### src/hw/asram_map.svh
// Timing counts and widths for the async SRAM controller.
`ifndef ASRAM_MAP_SVH
`define ASRAM_MAP_SVH

`define ASRAM_CLK_PERIOD_NS        4
`define ASRAM_ADDR_W               17
`define ASRAM_DATA_W               8
`define ASRAM_DEPTH                131072
// Slowest speed grade figures, in ns.
`define ASRAM_ACCESS_NS            15
`define ASRAM_CYCLE_NS             15
`define ASRAM_ADDR_SETUP_NS        10
`define ASRAM_DATA_SETUP_NS        8
`define ASRAM_TURNOFF_NS           7
`define ASRAM_STANDBY_NS           15
`define ASRAM_DESEL_RET_NS         0
// Cycle counts, least times rounded up.
`define ASRAM_ACCESS_CYC  ((`ASRAM_ACCESS_NS + `ASRAM_CLK_PERIOD_NS - 1) / `ASRAM_CLK_PERIOD_NS)
`define ASRAM_CYCLE_CYC   ((`ASRAM_CYCLE_NS + `ASRAM_CLK_PERIOD_NS - 1) / `ASRAM_CLK_PERIOD_NS)
`define ASRAM_WPULSE_NS   (`ASRAM_TURNOFF_NS + `ASRAM_DATA_SETUP_NS)
`define ASRAM_WPULSE_CYC  ((`ASRAM_WPULSE_NS + `ASRAM_CLK_PERIOD_NS - 1) / `ASRAM_CLK_PERIOD_NS)
`define ASRAM_CNT_W       4
// Read path flops after the access time: three synchroniser stages and
// the stage that waits for the last two of them to agree.
`define ASRAM_RD_SYNC_CYC 4

`endif

### src/hw/asram_pkg.sv
// Types shared by the async SRAM controller files.
package asram_pkg;

  // One request from the user side.
  typedef struct packed {
    logic        write;
    logic [16:0] addr;
    logic [7:0]  wdata;
  } asram_req_t;

  // Strobes toward the memory, all active low.
  typedef struct packed {
    logic ce_n;
    logic oe_n;
    logic we_n;
  } asram_strobe_t;

endpackage : asram_pkg

### src/hw/asram_ctrl.sv
// Controller that drives an asynchronous 128K x 8 static memory.
`timescale 1ns/1ns
`default_nettype none
`include "asram_map.svh"

module asram_ctrl (
  // Clock and reset.
  input  wire logic                      clk,
  input  wire logic                      arst_n,
  // User request port.
  input  wire logic                      req_valid,
  input  wire asram_pkg::asram_req_t     req,
  output var  logic                      req_ready,
  output var  logic                      rsp_valid,
  output var  logic [`ASRAM_DATA_W-1:0]  rsp_rdata,
  // Power warning: while high no new access starts; one under way runs to its end.
  input  wire logic                      power_fail,
  // Memory pins.
  output var  logic [`ASRAM_ADDR_W-1:0]  address_lines,
  output var  asram_pkg::asram_strobe_t  strobe,
  input  wire logic [`ASRAM_DATA_W-1:0]  data_lines_in,
  output var  logic [`ASRAM_DATA_W-1:0]  data_lines_out,
  output var  logic                      data_lines_oe
);

  // Controller states.
  typedef enum logic [2:0] {
    ST_IDLE, ST_RD, ST_RD_END, ST_WR_SETUP, ST_WR, ST_WR_END
  } asram_state_t;

  asram_state_t             state_r;    // Current state.
  logic [`ASRAM_CNT_W-1:0]  cnt_r;      // Phase timer.
  logic [`ASRAM_DATA_W-1:0] rd_sync;    // Synchronised data lines.

  // Data lines come from the memory's clockless domain.
  asram_sync u_sync (
    .clk     (clk),
    .arst_n  (arst_n),
    .pin_in  (data_lines_in),
    .settled (rd_sync)
  );

  // Wait for access time, the three-flop synchroniser and the stage that
  // only takes a value once stages two and three agree.
  localparam logic [3:0] RD_WAIT = 4'(`ASRAM_ACCESS_CYC + `ASRAM_RD_SYNC_CYC);
  localparam logic [3:0] WR_WAIT = 4'(`ASRAM_WPULSE_CYC);

  // Sequencer: one access at a time, strobes and pins from flops.
  always_ff @(posedge clk or negedge arst_n) begin
    if (!arst_n) begin
      state_r        <= ST_IDLE;
      cnt_r          <= 4'h0;
      req_ready      <= 1'b0;
      rsp_valid      <= 1'b0;
      rsp_rdata      <= 8'h00;
      address_lines  <= 17'h0_0000;
      strobe         <= 3'b111;
      data_lines_out <= 8'h00;
      data_lines_oe  <= 1'b0;
    end else begin
      rsp_valid <= 1'b0;
      case (state_r)
        ST_IDLE: begin
          // Idle keeps the memory deselected so it stands by.
          strobe        <= 3'b111;
          data_lines_oe <= 1'b0;
          req_ready     <= !power_fail;
          if (req_valid && req_ready && !power_fail) begin
            req_ready     <= 1'b0;
            address_lines <= req.addr;
            cnt_r         <= 4'h0;
            if (req.write) begin
              // Address settles with everything still high.
              data_lines_out <= req.wdata;
              state_r        <= ST_WR_SETUP;
            end else begin
              // Select and enable output, write strobe high.
              strobe  <= 3'b001;
              state_r <= ST_RD;
            end
          end
        end
        ST_RD: begin
          // Hold the address through the access time.
          cnt_r <= cnt_r + 4'h1;
          if (cnt_r == RD_WAIT - 4'h1) begin
            rsp_rdata <= rd_sync;
            rsp_valid <= 1'b1;
            strobe    <= 3'b111;
            cnt_r     <= 4'h0;
            state_r   <= ST_RD_END;
          end
        end
        ST_RD_END: begin
          // Let the memory release the bus before any drive.
          cnt_r <= cnt_r + 4'h1;
          if (cnt_r == 4'(`ASRAM_CYCLE_CYC - 1)) begin
            state_r <= ST_IDLE;
          end
        end
        ST_WR_SETUP: begin
          // Select and lower the write strobe, output disabled, driving data in the same cycle.
          strobe        <= 3'b010;
          data_lines_oe <= 1'b1;
          state_r       <= ST_WR;
        end
        ST_WR: begin
          // Write pulse covers turn-off plus data setup.
          cnt_r <= cnt_r + 4'h1;
          if (cnt_r == WR_WAIT - 4'h1) begin
            // Write strobe alone ends the write.
            strobe  <= 3'b011;
            state_r <= ST_WR_END;
          end
        end
        ST_WR_END: begin
          // Data and address held one cycle past the end.
          strobe        <= 3'b111;
          data_lines_oe <= 1'b0;
          state_r       <= ST_IDLE;
        end
        default: begin
          state_r <= ST_IDLE;
        end
      endcase
    end
  end

  // Write data must be driven whenever the write strobe is low.
  a_wr_data_drv: assert property (
    @(posedge clk) disable iff (!arst_n)
    !strobe.we_n |-> data_lines_oe)
    else $error("write without data");
  // Output enable and drive never overlap.
  a_no_contend: assert property (
    @(posedge clk) disable iff (!arst_n)
    !strobe.oe_n |-> !data_lines_oe)
    else $error("bus contention");
  // Write pulse is at least the required length.
  a_wr_pulse: assert property (
    @(posedge clk) disable iff (!arst_n)
    $fell(strobe.we_n) |-> !strobe.we_n [*4])
    else $error("short write");
  // Address is stable while the write strobe is low and one cycle past.
  a_wr_addr: assert property (
    @(posedge clk) disable iff (!arst_n)
    (!strobe.we_n || !$past(strobe.we_n)) |-> $stable(address_lines))
    else $error("address moved in write");
  // Write ends by the strobe while select stays low.
  a_wr_end: assert property (
    @(posedge clk) disable iff (!arst_n)
    $rose(strobe.we_n) |-> !strobe.ce_n)
    else $error("bad write end");
  // Read response comes a fixed time after select: access time, the
  // synchroniser with its agreeing stage, then the registered pulse.
  a_rd_time: assert property (
    @(posedge clk) disable iff (!arst_n)
    ($fell(strobe.ce_n) && !strobe.oe_n) |-> ##8 rsp_valid)
    else $error("read timing");
  // Write never happens with output enabled.
  a_wr_oe_hi: assert property (
    @(posedge clk) disable iff (!arst_n)
    !strobe.we_n |-> strobe.oe_n)
    else $error("oe low in write");
  // Power warning in idle keeps the memory deselected.
  a_pwr_desel: assert property (
    @(posedge clk) disable iff (!arst_n)
    (power_fail && state_r == ST_IDLE) |=> strobe.ce_n)
    else $error("selected in power fail");
  // A read never has the write strobe low with it.
  a_rd_we_hi: assert property (
    @(posedge clk) disable iff (!arst_n)
    (!strobe.ce_n && !strobe.oe_n) |-> strobe.we_n)
    else $error("write strobe low in read");
  // The write strobe only goes low with the memory selected.
  a_wr_ce_low: assert property (
    @(posedge clk) disable iff (!arst_n)
    !strobe.we_n |-> !strobe.ce_n)
    else $error("write while deselected");
  // Write data does not move while the write strobe is low.
  a_wr_data_stable: assert property (
    @(posedge clk) disable iff (!arst_n)
    !strobe.we_n |-> $stable(data_lines_out))
    else $error("write data moved");
  // Data is still driven and unchanged at the edge that ends the write.
  a_wr_data_hold: assert property (
    @(posedge clk) disable iff (!arst_n)
    $rose(strobe.we_n) |-> (data_lines_oe && $stable(data_lines_out)))
    else $error("write data not held");
  // The address has already settled when the write strobe falls.
  a_wr_addr_setup: assert property (
    @(posedge clk) disable iff (!arst_n)
    $fell(strobe.we_n) |-> $stable(address_lines))
    else $error("address late for write");
  // The strobe that ends a write was already low four samples earlier.
  a_wr_len: assert property (
    @(posedge clk) disable iff (!arst_n)
    $rose(strobe.we_n) |-> !$past(strobe.we_n, 4))
    else $error("write pulse too short");
  // Idle always leaves the memory deselected, so it stands by.
  a_idle_desel: assert property (
    @(posedge clk) disable iff (!arst_n)
    (state_r == ST_IDLE) |-> strobe.ce_n)
    else $error("selected while idle");
  // The controller never drives while a read is in progress.
  a_rd_no_drive: assert property (
    @(posedge clk) disable iff (!arst_n)
    (state_r == ST_RD) |-> !data_lines_oe)
    else $error("drive during read");
  // Deselecting the memory never coincides with driving the lines.
  a_desel_float: assert property (
    @(posedge clk) disable iff (!arst_n)
    $rose(strobe.ce_n) |-> !data_lines_oe)
    else $error("drive at deselect");
  // After a read, the memory gets time to release the lines.
  a_rd_turnaround: assert property (
    @(posedge clk) disable iff (!arst_n)
    $rose(strobe.oe_n) |-> !data_lines_oe [*4])
    else $error("drive too soon after read");
  // Ready is only offered when the power warning was low.
  a_ready_power: assert property (
    @(posedge clk) disable iff (!arst_n)
    req_ready |-> !$past(power_fail))
    else $error("ready during power warning");
  // The address stays put for the whole read access.
  a_rd_addr_hold: assert property (
    @(posedge clk) disable iff (!arst_n)
    (state_r == ST_RD && $past(state_r) == ST_RD) |-> $stable(address_lines))
    else $error("address moved in read");
  // The read response is a single-cycle pulse.
  a_rsp_pulse: assert property (
    @(posedge clk) disable iff (!arst_n)
    rsp_valid |=> !rsp_valid)
    else $error("response pulse too long");

endmodule : asram_ctrl
`default_nettype wire

### src/hw/asram_sync.sv
// Three-stage input synchroniser for the returned data lines.
`timescale 1ns/1ns
`default_nettype none
`include "asram_map.svh"

module asram_sync (
  // Clock and reset.
  input  wire logic                      clk,
  input  wire logic                      arst_n,
  // Raw pin and settled value.
  input  wire logic [`ASRAM_DATA_W-1:0]  pin_in,
  output var  logic [`ASRAM_DATA_W-1:0]  settled
);

  logic [`ASRAM_DATA_W-1:0] s1_r;  // First stage, read only by s2_r.
  logic [`ASRAM_DATA_W-1:0] s2_r;  // Second stage.
  logic [`ASRAM_DATA_W-1:0] s3_r;  // Third stage.

  // Shift the pin value through three flops.
  always_ff @(posedge clk or negedge arst_n) begin
    if (!arst_n) begin
      s1_r <= 8'h00;
      s2_r <= 8'h00;
      s3_r <= 8'h00;
    end else begin
      s1_r <= pin_in;
      s2_r <= s1_r;
      s3_r <= s2_r;
    end
  end

  // Update the settled value only once stages two and three agree.
  always_ff @(posedge clk or negedge arst_n) begin
    if (!arst_n) begin
      settled <= 8'h00;
    end else if (s2_r == s3_r) begin
      settled <= s3_r;
    end
  end

endmodule : asram_sync
`default_nettype wire

### config.mk
export PLATFORM = sky130hd
export DESIGN_NAME = asram_ctrl
export DESIGN_NICKNAME = d
export VERILOG_FILES = /design/src/hw/asram_pkg.sv /design/src/hw/asram_ctrl.sv /design/src/hw/asram_sync.sv
export VERILOG_INCLUDE_DIRS = /design/src /design/src/hw
export SDC_FILE = /design/constraint.sdc
export NUM_CORES = 1
export LEC_CHECK = 0
export BUFFER_PORTS_ARGS = -buffer_cell sky130_fd_sc_hd__clkbuf_2
export CAP_MARGIN = 10
export CELL_PAD_IN_SITES_DETAIL_PLACEMENT = 1
export CELL_PAD_IN_SITES_GLOBAL_PLACEMENT = 2
export CORE_ASPECT_RATIO = 0.9
export CORE_MARGIN = 3
export CORE_UTILIZATION = 38
export CTS_CLUSTER_DIAMETER = 200
export DETAILED_ROUTE_END_ITERATION = 7
export GPL_TIMING_DRIVEN = 0
export PLACE_DENSITY_LB_ADDON = 0.3
export RECOVER_POWER = 100
export SYNTH_ARGS = -nofsm -noshare
export SYNTH_HDL_FRONTEND = slang
export SYNTH_HIERARCHICAL = 1
export SYNTH_SLANG_ARGS = --single-unit
### constraint.sdc
create_clock -name clk -period 2.31 [get_ports clk]
set_input_delay 0.3465 -clock clk [delete_from_list [all_inputs] [get_ports clk]]
set_output_delay 0.3465 -clock clk [all_outputs]
set_load 0.05 [all_outputs]
* After elaboration in Yosys (flattened, before gate mapping)
Cells that the tools add are included.
** Storage, ports and cells
- Output and inout bits :: 39
- Bits of input ports :: 38
- Register bits :: 78
** Cells by class
- Reductions and logical operators :: 15
- Equality and inequality tests :: 12
- Mux-type cells :: 18
- $add $sub $neg :: 1
** Operator list (number)
- 3-bit case mux with 5 select lines :: 2
- 3-bit 2-to-1 mux :: 8
- 4-bit case mux with 3 select lines :: 1
- 8-bit equality test :: 1
- 4-bit 2-to-1 mux :: 2
- 2-bit != test (second input constant) :: 4
- 3-bit by 2-bit equality test with 1-bit output (second input constant) :: 2
- 3-bit equality test (second input constant) :: 2
- 2-bit AND reduction :: 3
- 3-bit AND reduction :: 2
- 5-bit nonzero test :: 1
- 4-bit by 1-bit adder with 4-bit output (second input constant) :: 1
- 4-bit by 2-bit equality test with 1-bit output (second input constant) :: 1
- 4-bit by 3-bit equality test with 1-bit output (second input constant) :: 1
- 4-bit AND reduction :: 1
- 2-bit OR reduction :: 2
- 3-bit by 1-bit equality test with 1-bit output (second input constant) :: 1
- 3-bit logical NOT :: 1
- 1-bit 2-to-1 mux :: 3
- 3-bit nonzero test :: 1
- 1-bit logical AND :: 2
- 2-bit 2-to-1 mux :: 1
- 1-bit case mux with 2 select lines :: 1
- 2-bit nonzero test :: 1
- 1-bit logical NOT :: 1

* Logic depth before layout (Yosys ltp)
Gate-level depths: netlist (run 1).
- Depth in word-level cells :: 4
- Gate-level depth with buffers :: 5
- Depth with buffers taken out :: 5

* Cells and area by module
The synthesis (run 1) kept the hierarchy.
** By module, submodules not included
- asram_ctrl :: instances 1, area an instance 2000.7 µm², cells each 152, sequential area each 1154.9 µm²
- asram_sync :: instances 1, area an instance 977.2 µm², cells each 51, sequential area each 800.8 µm²

* Worst setup path after synthesis (run 1)
Ideal clock, no wire load.
- Kind :: reg-to-reg
- Start :: register req_ready
- End :: register address_lines[0]
- Setup slack :: 540 ps
- Arrival time :: 1645 ps
- Cell stages (with the launch flop) :: 6
- Data required time :: 2185 ps
- Buffers on the path :: 2
- Period minus slack after synthesis :: 1770 ps
- Cells stage by stage :: dfrtp_1 and3b_1 clkbuf_1 nand2_2 buf_4 mux2_2
** On the way
- Longest elaborated chain between the ends :: 3
** Ends and longest elaborated chain
- start: declaration :: RTL line asram_ctrl.sv:13 : output var logic req_ready,
- start signal: assignment :: RTL line asram_ctrl.sv:67 : req_ready <= !power_fail;
- 1-bit logical AND (2 in series) :: RTL line asram_ctrl.sv:68 : if (req_valid && req_ready && !power_fail) begin
- 2-bit AND reduction (no source line)
- end signal: assignment :: RTL line asram_ctrl.sv:70 : address_lines <= req.addr;
- end: declaration :: RTL line asram_ctrl.sv:19 : output var logic [`ASRAM_ADDR_W-1:0] address_lines,
Every way passes these cells.
A chain may end at the register's enable or synchronous reset.

* Worst setup path after layout (run 1)
- Start :: register state_r[1]
- End :: register address_lines[15]
** On the way
- Longest elaborated chain between the ends :: 2
** Ends and longest elaborated chain
- start: declaration :: RTL line asram_ctrl.sv:31 : asram_state_t state_r;
- start signal: assignment :: RTL line asram_ctrl.sv:51 : state_r <= ST_IDLE;
- start signal: assignment :: RTL line asram_ctrl.sv:75 : state_r <= ST_WR_SETUP;
- start signal: assignment :: RTL line asram_ctrl.sv:79 : state_r <= ST_RD;
- 3-bit logical NOT :: RTL line asram_ctrl.sv:62 : case (state_r)
- 2-bit AND reduction (no source line)
Every way passes these cells.

==> results of run 1 <==
-- synthesized netlist by cell type, drive strengths merged --
master	instances
a31oi	1
a22oi	1
a21oi	6
o21ai	5
a21o	2
buf	5
a221oi	1
dfstp	3
nand2b	2
a211oi	1
a211o	3
dfrtp	75
nor2	2
ha	1
xor2	10
inv	6
and3b	1
nand2	9
mux2i	2
nor3	4
o22a	3
nand3	3
mux2	42
clkbuf	2
nor2b	3
maj3	1
nor4	4
nand3b	2
nor3b	3
-- final cells by class --
type,instances,area (um^2),share of cell area
Buffer,7,33.78,0.009298
Clock buffer,11,141.4,0.03891
Clock inverter,5,42.54,0.01171
Inverter,6,22.52,0.006198
Multi-Input combinational cell,112,954.7,0.2627
Sequential cell,78,1956,0.5382
Tap cell,93,116.4,0.03202
Timing Repair Buffer,78,366.6,0.1009
-- where the power goes --
group | internal (mW) | switching, mW
sequential | 1.72 | 0.203
combinational | 0.565 | 1.47
clock | 0.429 | 0.498
total | 2.72 | 2.17
-- worst max-delay path: stages, from the launching register on --
cell and delay, ns:
dfrtp_1 0.36, buf_4 0.18, nor3_2 0.33, nand2_1 0.36
clkbuf_2 0.33, mux2_2 0.32
-- through the flow --
| stage | instances | cell area (um^2) | util |
|---|---|---|---|
| final | 390 | 3633 | 0.4957 |
| after floorplan | 203 | 2978 | - |
| after global placement | 372 | 3475 | 0.4741 |
| after CTS | 390 | 3699 | 0.5046 |
| after detailed placement | 373 | 3505 | 0.4782 |
| after global routing | 390 | 3633 | 0.4957 |
-- worst paths after layout --
| check | from | cells after the start | to |
|---|---|---|---|
| setup / recovery | state_r[1] | 5 | address_lines[15] |
| hold / removal | data_lines_in[3] | 1 | u_sync/s1_r[3] |
| setup reg to reg | state_r[1] | 5 | address_lines[15] |
| hold reg to reg | u_sync/s1_r[7] | 0 | u_sync/s2_r[7] |
| max in group asynchronous | arst_n | 3 | strobe[1] |
| min in group asynchronous | arst_n | 2 | rsp_rdata[1] |
-- per-layer routing --
| metal | global-route usage | share of wire |
|---|---|---|
| met5 | 0 | 0 |
| met4 | 0.03754 | 0.011 |
| met3 | 0.08050 | 0.11 |
| met2 | 0.2388 | 0.48 |
| met1 | 0.1903 | 0.40 |
-- flip-flops by register name (all words and copies together), names as in the netlist --
name	count
u_sync/s2_r	8
data_lines_out	8
rsp_valid	1
u_sync/s1_r	8
address_lines	17
strobe	3
state_r	3
u_sync/settled	8
rsp_rdata	8
cnt_r	4
data_lines_oe	1
u_sync/s3_r	8
req_ready	1
-- kinds of logic (layout without fill, tap and decap cells) --
group	after synthesis	in the layout	synth area share
xor+xnor	10	10	0.02941
mux	44	44	0.1655
fa+ha+maj	2	2	0.007562
buf+inv	13	107	0.02017
compound gates	23	23	0.05294
flops	78	78	0.6567
simple gates	33	33	0.06765
-- repair_timing --
item,in CTS,in global routing
hold buffers,1,0
endpoints found under the hold margin,25,0
setup endpoints to repair,0,0
==> qor.csv, run 1 <==
metric,value,unit
diodes,0,
min_period_over_period,0.8656,
synth_cell_type_count,33,
drcViolationCount,0,
cts_resized,0,
cts_sinks,78,
timing.hold.ws,0.1112,ns
hold_viol,0,
grt_usage,0.1540,
critPathKind,flop to flop,
h-tree-depth,3,
root_buffer,clkbuf_8,
cp.required,2.53,ns
fin_skew,0.01126,ns
worst-r2r-setup-slack,0.31,ns
die_area,8936,um^2
ir_drop,0.7183,mV
syn_avg_cell_area,14.67,um^2
clock_latency,0.34,ns
min_period,2.000,ns
cts_tree,yes,
row_count,29,
syn_area,2978,um^2
synthCells,203,
finalPower,4.884,mW
gp_congestion,0.7576,
place_ws,0.3936,ns
power_density,1344,nW/um^2
min_path_type,primary input to flop,
power_leakage,1.722,nW
cts_setup_buffers,0,
drtPass1Iterations,4,
grt_overflow,0,
vias,1918,
crit_fanout,10,
layout_commonest_cell,dfrtp_1,
placement.io_buffers,76,
viasPerCell,4.918,
rsz0062_at_grt,no,
worst_slew_pin_slew,1.438,ns
maxCapViolCount,0,
start_kind,flop,
ys_seq_elements,78,
die_w,99.31,um
seq_area_frac_synth,0.6567,
n_fill_cell,790,
setup_violations,0,
clockBufferDepth,2,
die_h,89.98,um
yosys.area.top_type,dfrtp_1,
start_util,0.4063,
drive_gt1_frac,0.3401,
cts_buffers,9,
max_freq,500.1,MHz
wl_per_cell,15.80,um
antenna_found_initial,0,
drt-initial-drc-count,51,
synthToLayoutAreaGrowth,22.02,%
detail-route-antenna-nets,0,
synth_top_area_share,0.6303,
dp_hpwl,4665,um
grt_pass1_vias,2244,
final.setup.tns,0,ns
cp.arrival,2.22,ns
grt_pass1_wl,10960,um
synth_warnings,6,
wl,6162,um
nets,331,
status,"finished, final reports clean",
max_slew_margin,0.04130,
ioPinCount,77,
final_cell_mix,"dfrtp_1, clkbuf_1, mux2_2, clkbuf_2",
clkSlewWorstSetupHoldPaths,0.08,ns
coreArea,7330,um^2
timing.final.max_slew_violations,0,
yosys-top-cells-area,"dfrtp_1, mux2_2, xor2_1",
worst_slack,0.3105,ns
synth_nets,242,
grt_max_degree,54,
critPathCaptureType,flop,
Power figures use the tool's default switching activity.
==> run 2: changes to the inputs <==
- ABC_AREA: default -> 1
- CORE_UTILIZATION: 38 -> 34
==> run 2 against run 1 <==
Effect of this change:
- count of clock-buffer cells in the layout shrank 2
- cell count grew 36%
- register-to-register slack gained 0.28 ns
- non-clock buffer count is the same
- die area grew 14%
- maximum frequency grew 16%
- clock skew grew 0.0092 ns
==> qor.csv, run 2 <==
metric,value,unit
die_w,105.9,um
seq_area_frac_synth,0.6408,
synthToLayoutAreaGrowth,23.53,%
timing.final.max_slew_violations,0,
max_stage_delay,0.47,ns
place_ws,0.8068,ns
final_cell_mix,"nand2_1, dfrtp_1, clkbuf_1, nand3_1, clkbuf_2",
grt_pass1_wl,11910,um
syn_avg_cell_area,9.596,um^2
clockBufferDepth,2,
utilization,0.4359,
synth_top_area_share,0.6150,
cts_sinks,78,
seq_power_share,0.372,
final.setup.tns,0,ns
combPwrFrac,0.410,
maxCapViolCount,0,
min_period_over_period,0.7447,
grt_max_degree,64,
start_util,0.3529,
cts_resized,0,
coreArea,8648,um^2
ys_top_cells_by_count,"nand2_1, dfrtp_1, nand3_1",
max_freq,581.3,MHz
dpl-instance-area,3611,um^2
drcViolationCount,0,
wl,7080,um
max_flop_register,address_lines,
layout_commonest_cell,nand2_1,
power_frac_clock,0.218,
drt-initial-drc-count,56,
cp.arrival,2.01,ns
nets,446,
intPower,2.805,mW
cts_buffers,9,
grt_usage,0.1481,
synthCells,318,
placement.io_buffers,76,
cts_tree,yes,
antenna_found_initial,0,
h-tree-depth,3,
min_path_type,primary input to flop,
yosys.area.top_type,dfrtp_1,
synth_edf_count,0,
cp_cell_sequence,buf_4 > nor3_1 > clkbuf_1 > nand3_1 > nand2_1,
yosys_most_used_dff,dfrtp_1,
root_buffer,clkbuf_8,
yosys-top-cells-area,"dfrtp_1, nand2_1, nand3_1",
status,"finished, final reports clean",
rr_startpoint,state_r[1],
worst_slew_pin_slew,1.016,ns
fin_skew,0.02046,ns
diodes,0,
power.switching,2.464,mW
setup_violations,0,
drive_gt1_frac,0.1675,
ys_seq_elements,78,
crit_slowest_cell,clkbuf_1,
ir_drop,0.6311,mV
viasPerCell,4.478,
multi_input_comb_area,962.2,um^2
n_fill_cell,1068,
max_slew_margin,0.3226,
clkSlewWorstSetupHoldPaths,0.10,ns
largest_reg_flops,17,
synth_warnings,6,
regArea,1956,um^2
die_h,95.88,um
synth_cell_type_count,22,
min_period,1.720,ns
die_area,10150,um^2
critPathKind,flop to flop,
crit_fanout,10,
synthArstFlopShare,1.000,
final_cell_area,3770,um^2
clock_latency,0.35,ns
power_density,1398,nW/um^2
hp-start,data_lines_in[0],
p_sw_frac,0.4676,
detail-route-antenna-nets,0,
critPathCaptureType,flop,
hold_viol,0,
power_leakage,1.984,nW
grt_overflow,0,
gp_congestion,0.7312,
rsz0062_at_grt,no,
timing.hold.ws,0.09025,ns
cp-startpoint,state_r[1],
synth_nets,357,
row_count,32,
synth.most_common_cell,nand2_1,
grt_pass1_vias,2485,
cp.required,2.60,ns
start_kind,flop,
ioPinCount,77,
vias,2378,
dp_hpwl,5256,um
wl_per_cell,13.33,um
worst_slack,0.5897,ns
drtPass1Iterations,4,
syn_area,3052,um^2
## run 2: changes by cell type in the layout (fill, tap and decap cells not counted), sizes merged, moves of 4 or more
cell	previous run	this run
nand2	9	136
mux2	42	0
nand3	3	36
nor2	2	15
inv	7	18
o21ai	5	15
xor2	10	2
xnor2	0	5
clkbuf	91	87
nor4	4	0
## run 2: cell families (layout without fill, tap and decap cells)
| group | Yosys count | in the layout | synth area share |
|---|---|---|---|
| buf+inv | 23 | 117 | 0.03608 |
| xor+xnor | 7 | 7 | 0.02009 |
| simple gates | 191 | 191 | 0.2694 |
| fa+ha+maj | 1 | 1 | 0.004099 |
| flops | 78 | 78 | 0.6408 |
| compound gates | 18 | 18 | 0.02952 |
## run 2: power by group through the flow
stage	clock, mW	combinational, mW	sequential (mW)
2_1_floorplan	0	0.795	2.87
3_3_place_gp	0	2.24	1.99
3_5_place_dp	0	2.29	2.00
4_1_cts	1.19	2.30	1.98
5_1_grt	1.25	2.36	2.01
6_report	1.15	2.16	1.96
## run 2: layer usage
metal / wire (um) / vias to the layer above / global-route usage
li1: - / 1189 / -
met1: 3203 / 1140 / 0.1852
met2: 3482 / 47 / 0.2521
met3: 364 / 2 / 0.05231
met4: 30 / 0 / 0.02913
met5: 0 / - / 0
## run 2: worst paths after layout
| check | end | slack [ns] | cells after the start |
|---|---|---|---|
| worst min-delay path | u_sync/s1_r[0] | 0.09 | 1 |
| min in group asynchronous | state_r[1] | 0.71 | 2 |
| worst max register to register | address_lines[14] | 0.59 | 5 |
| max in group asynchronous | address_lines[3] | 0.77 | 3 |
| worst min register to register | u_sync/s2_r[2] | 0.35 | 0 |
| worst max-delay path | address_lines[14] | 0.59 | 5 |
## run 2: repair_timing
item,4_1_cts,5_1_grt
endpoints found under the hold margin,12,0
setup buffers,0,0
hold buffers,1,0
## run 2: cell type report
cell class,instances,area share
multi-input cells,217,0.2552
clock buffers,9,0.03286
inverters,16,0.01593
well taps,119,0.03950
repair buffers,78,0.09758
plain buffers,7,0.01261
flip-flops and latches,78,0.5188
clock inverters,7,0.02755
## run 2: critical path: cells and delay by family, from the launching register on
family | cells | cell delay, ns
buffers and inverters | 2 | 0.63
and+or+nand+nor | 3 | 0.66
DFF | 1 | 0.37
## run 2: through the flow
stage / total power, mW / cells
finish: 5.269 / 531
global route: 5.617 / 531
CTS: 5.474 / 531
detailed placement: 4.287 / 514
global placement: 4.225 / 513
floorplan: 3.668 / 318
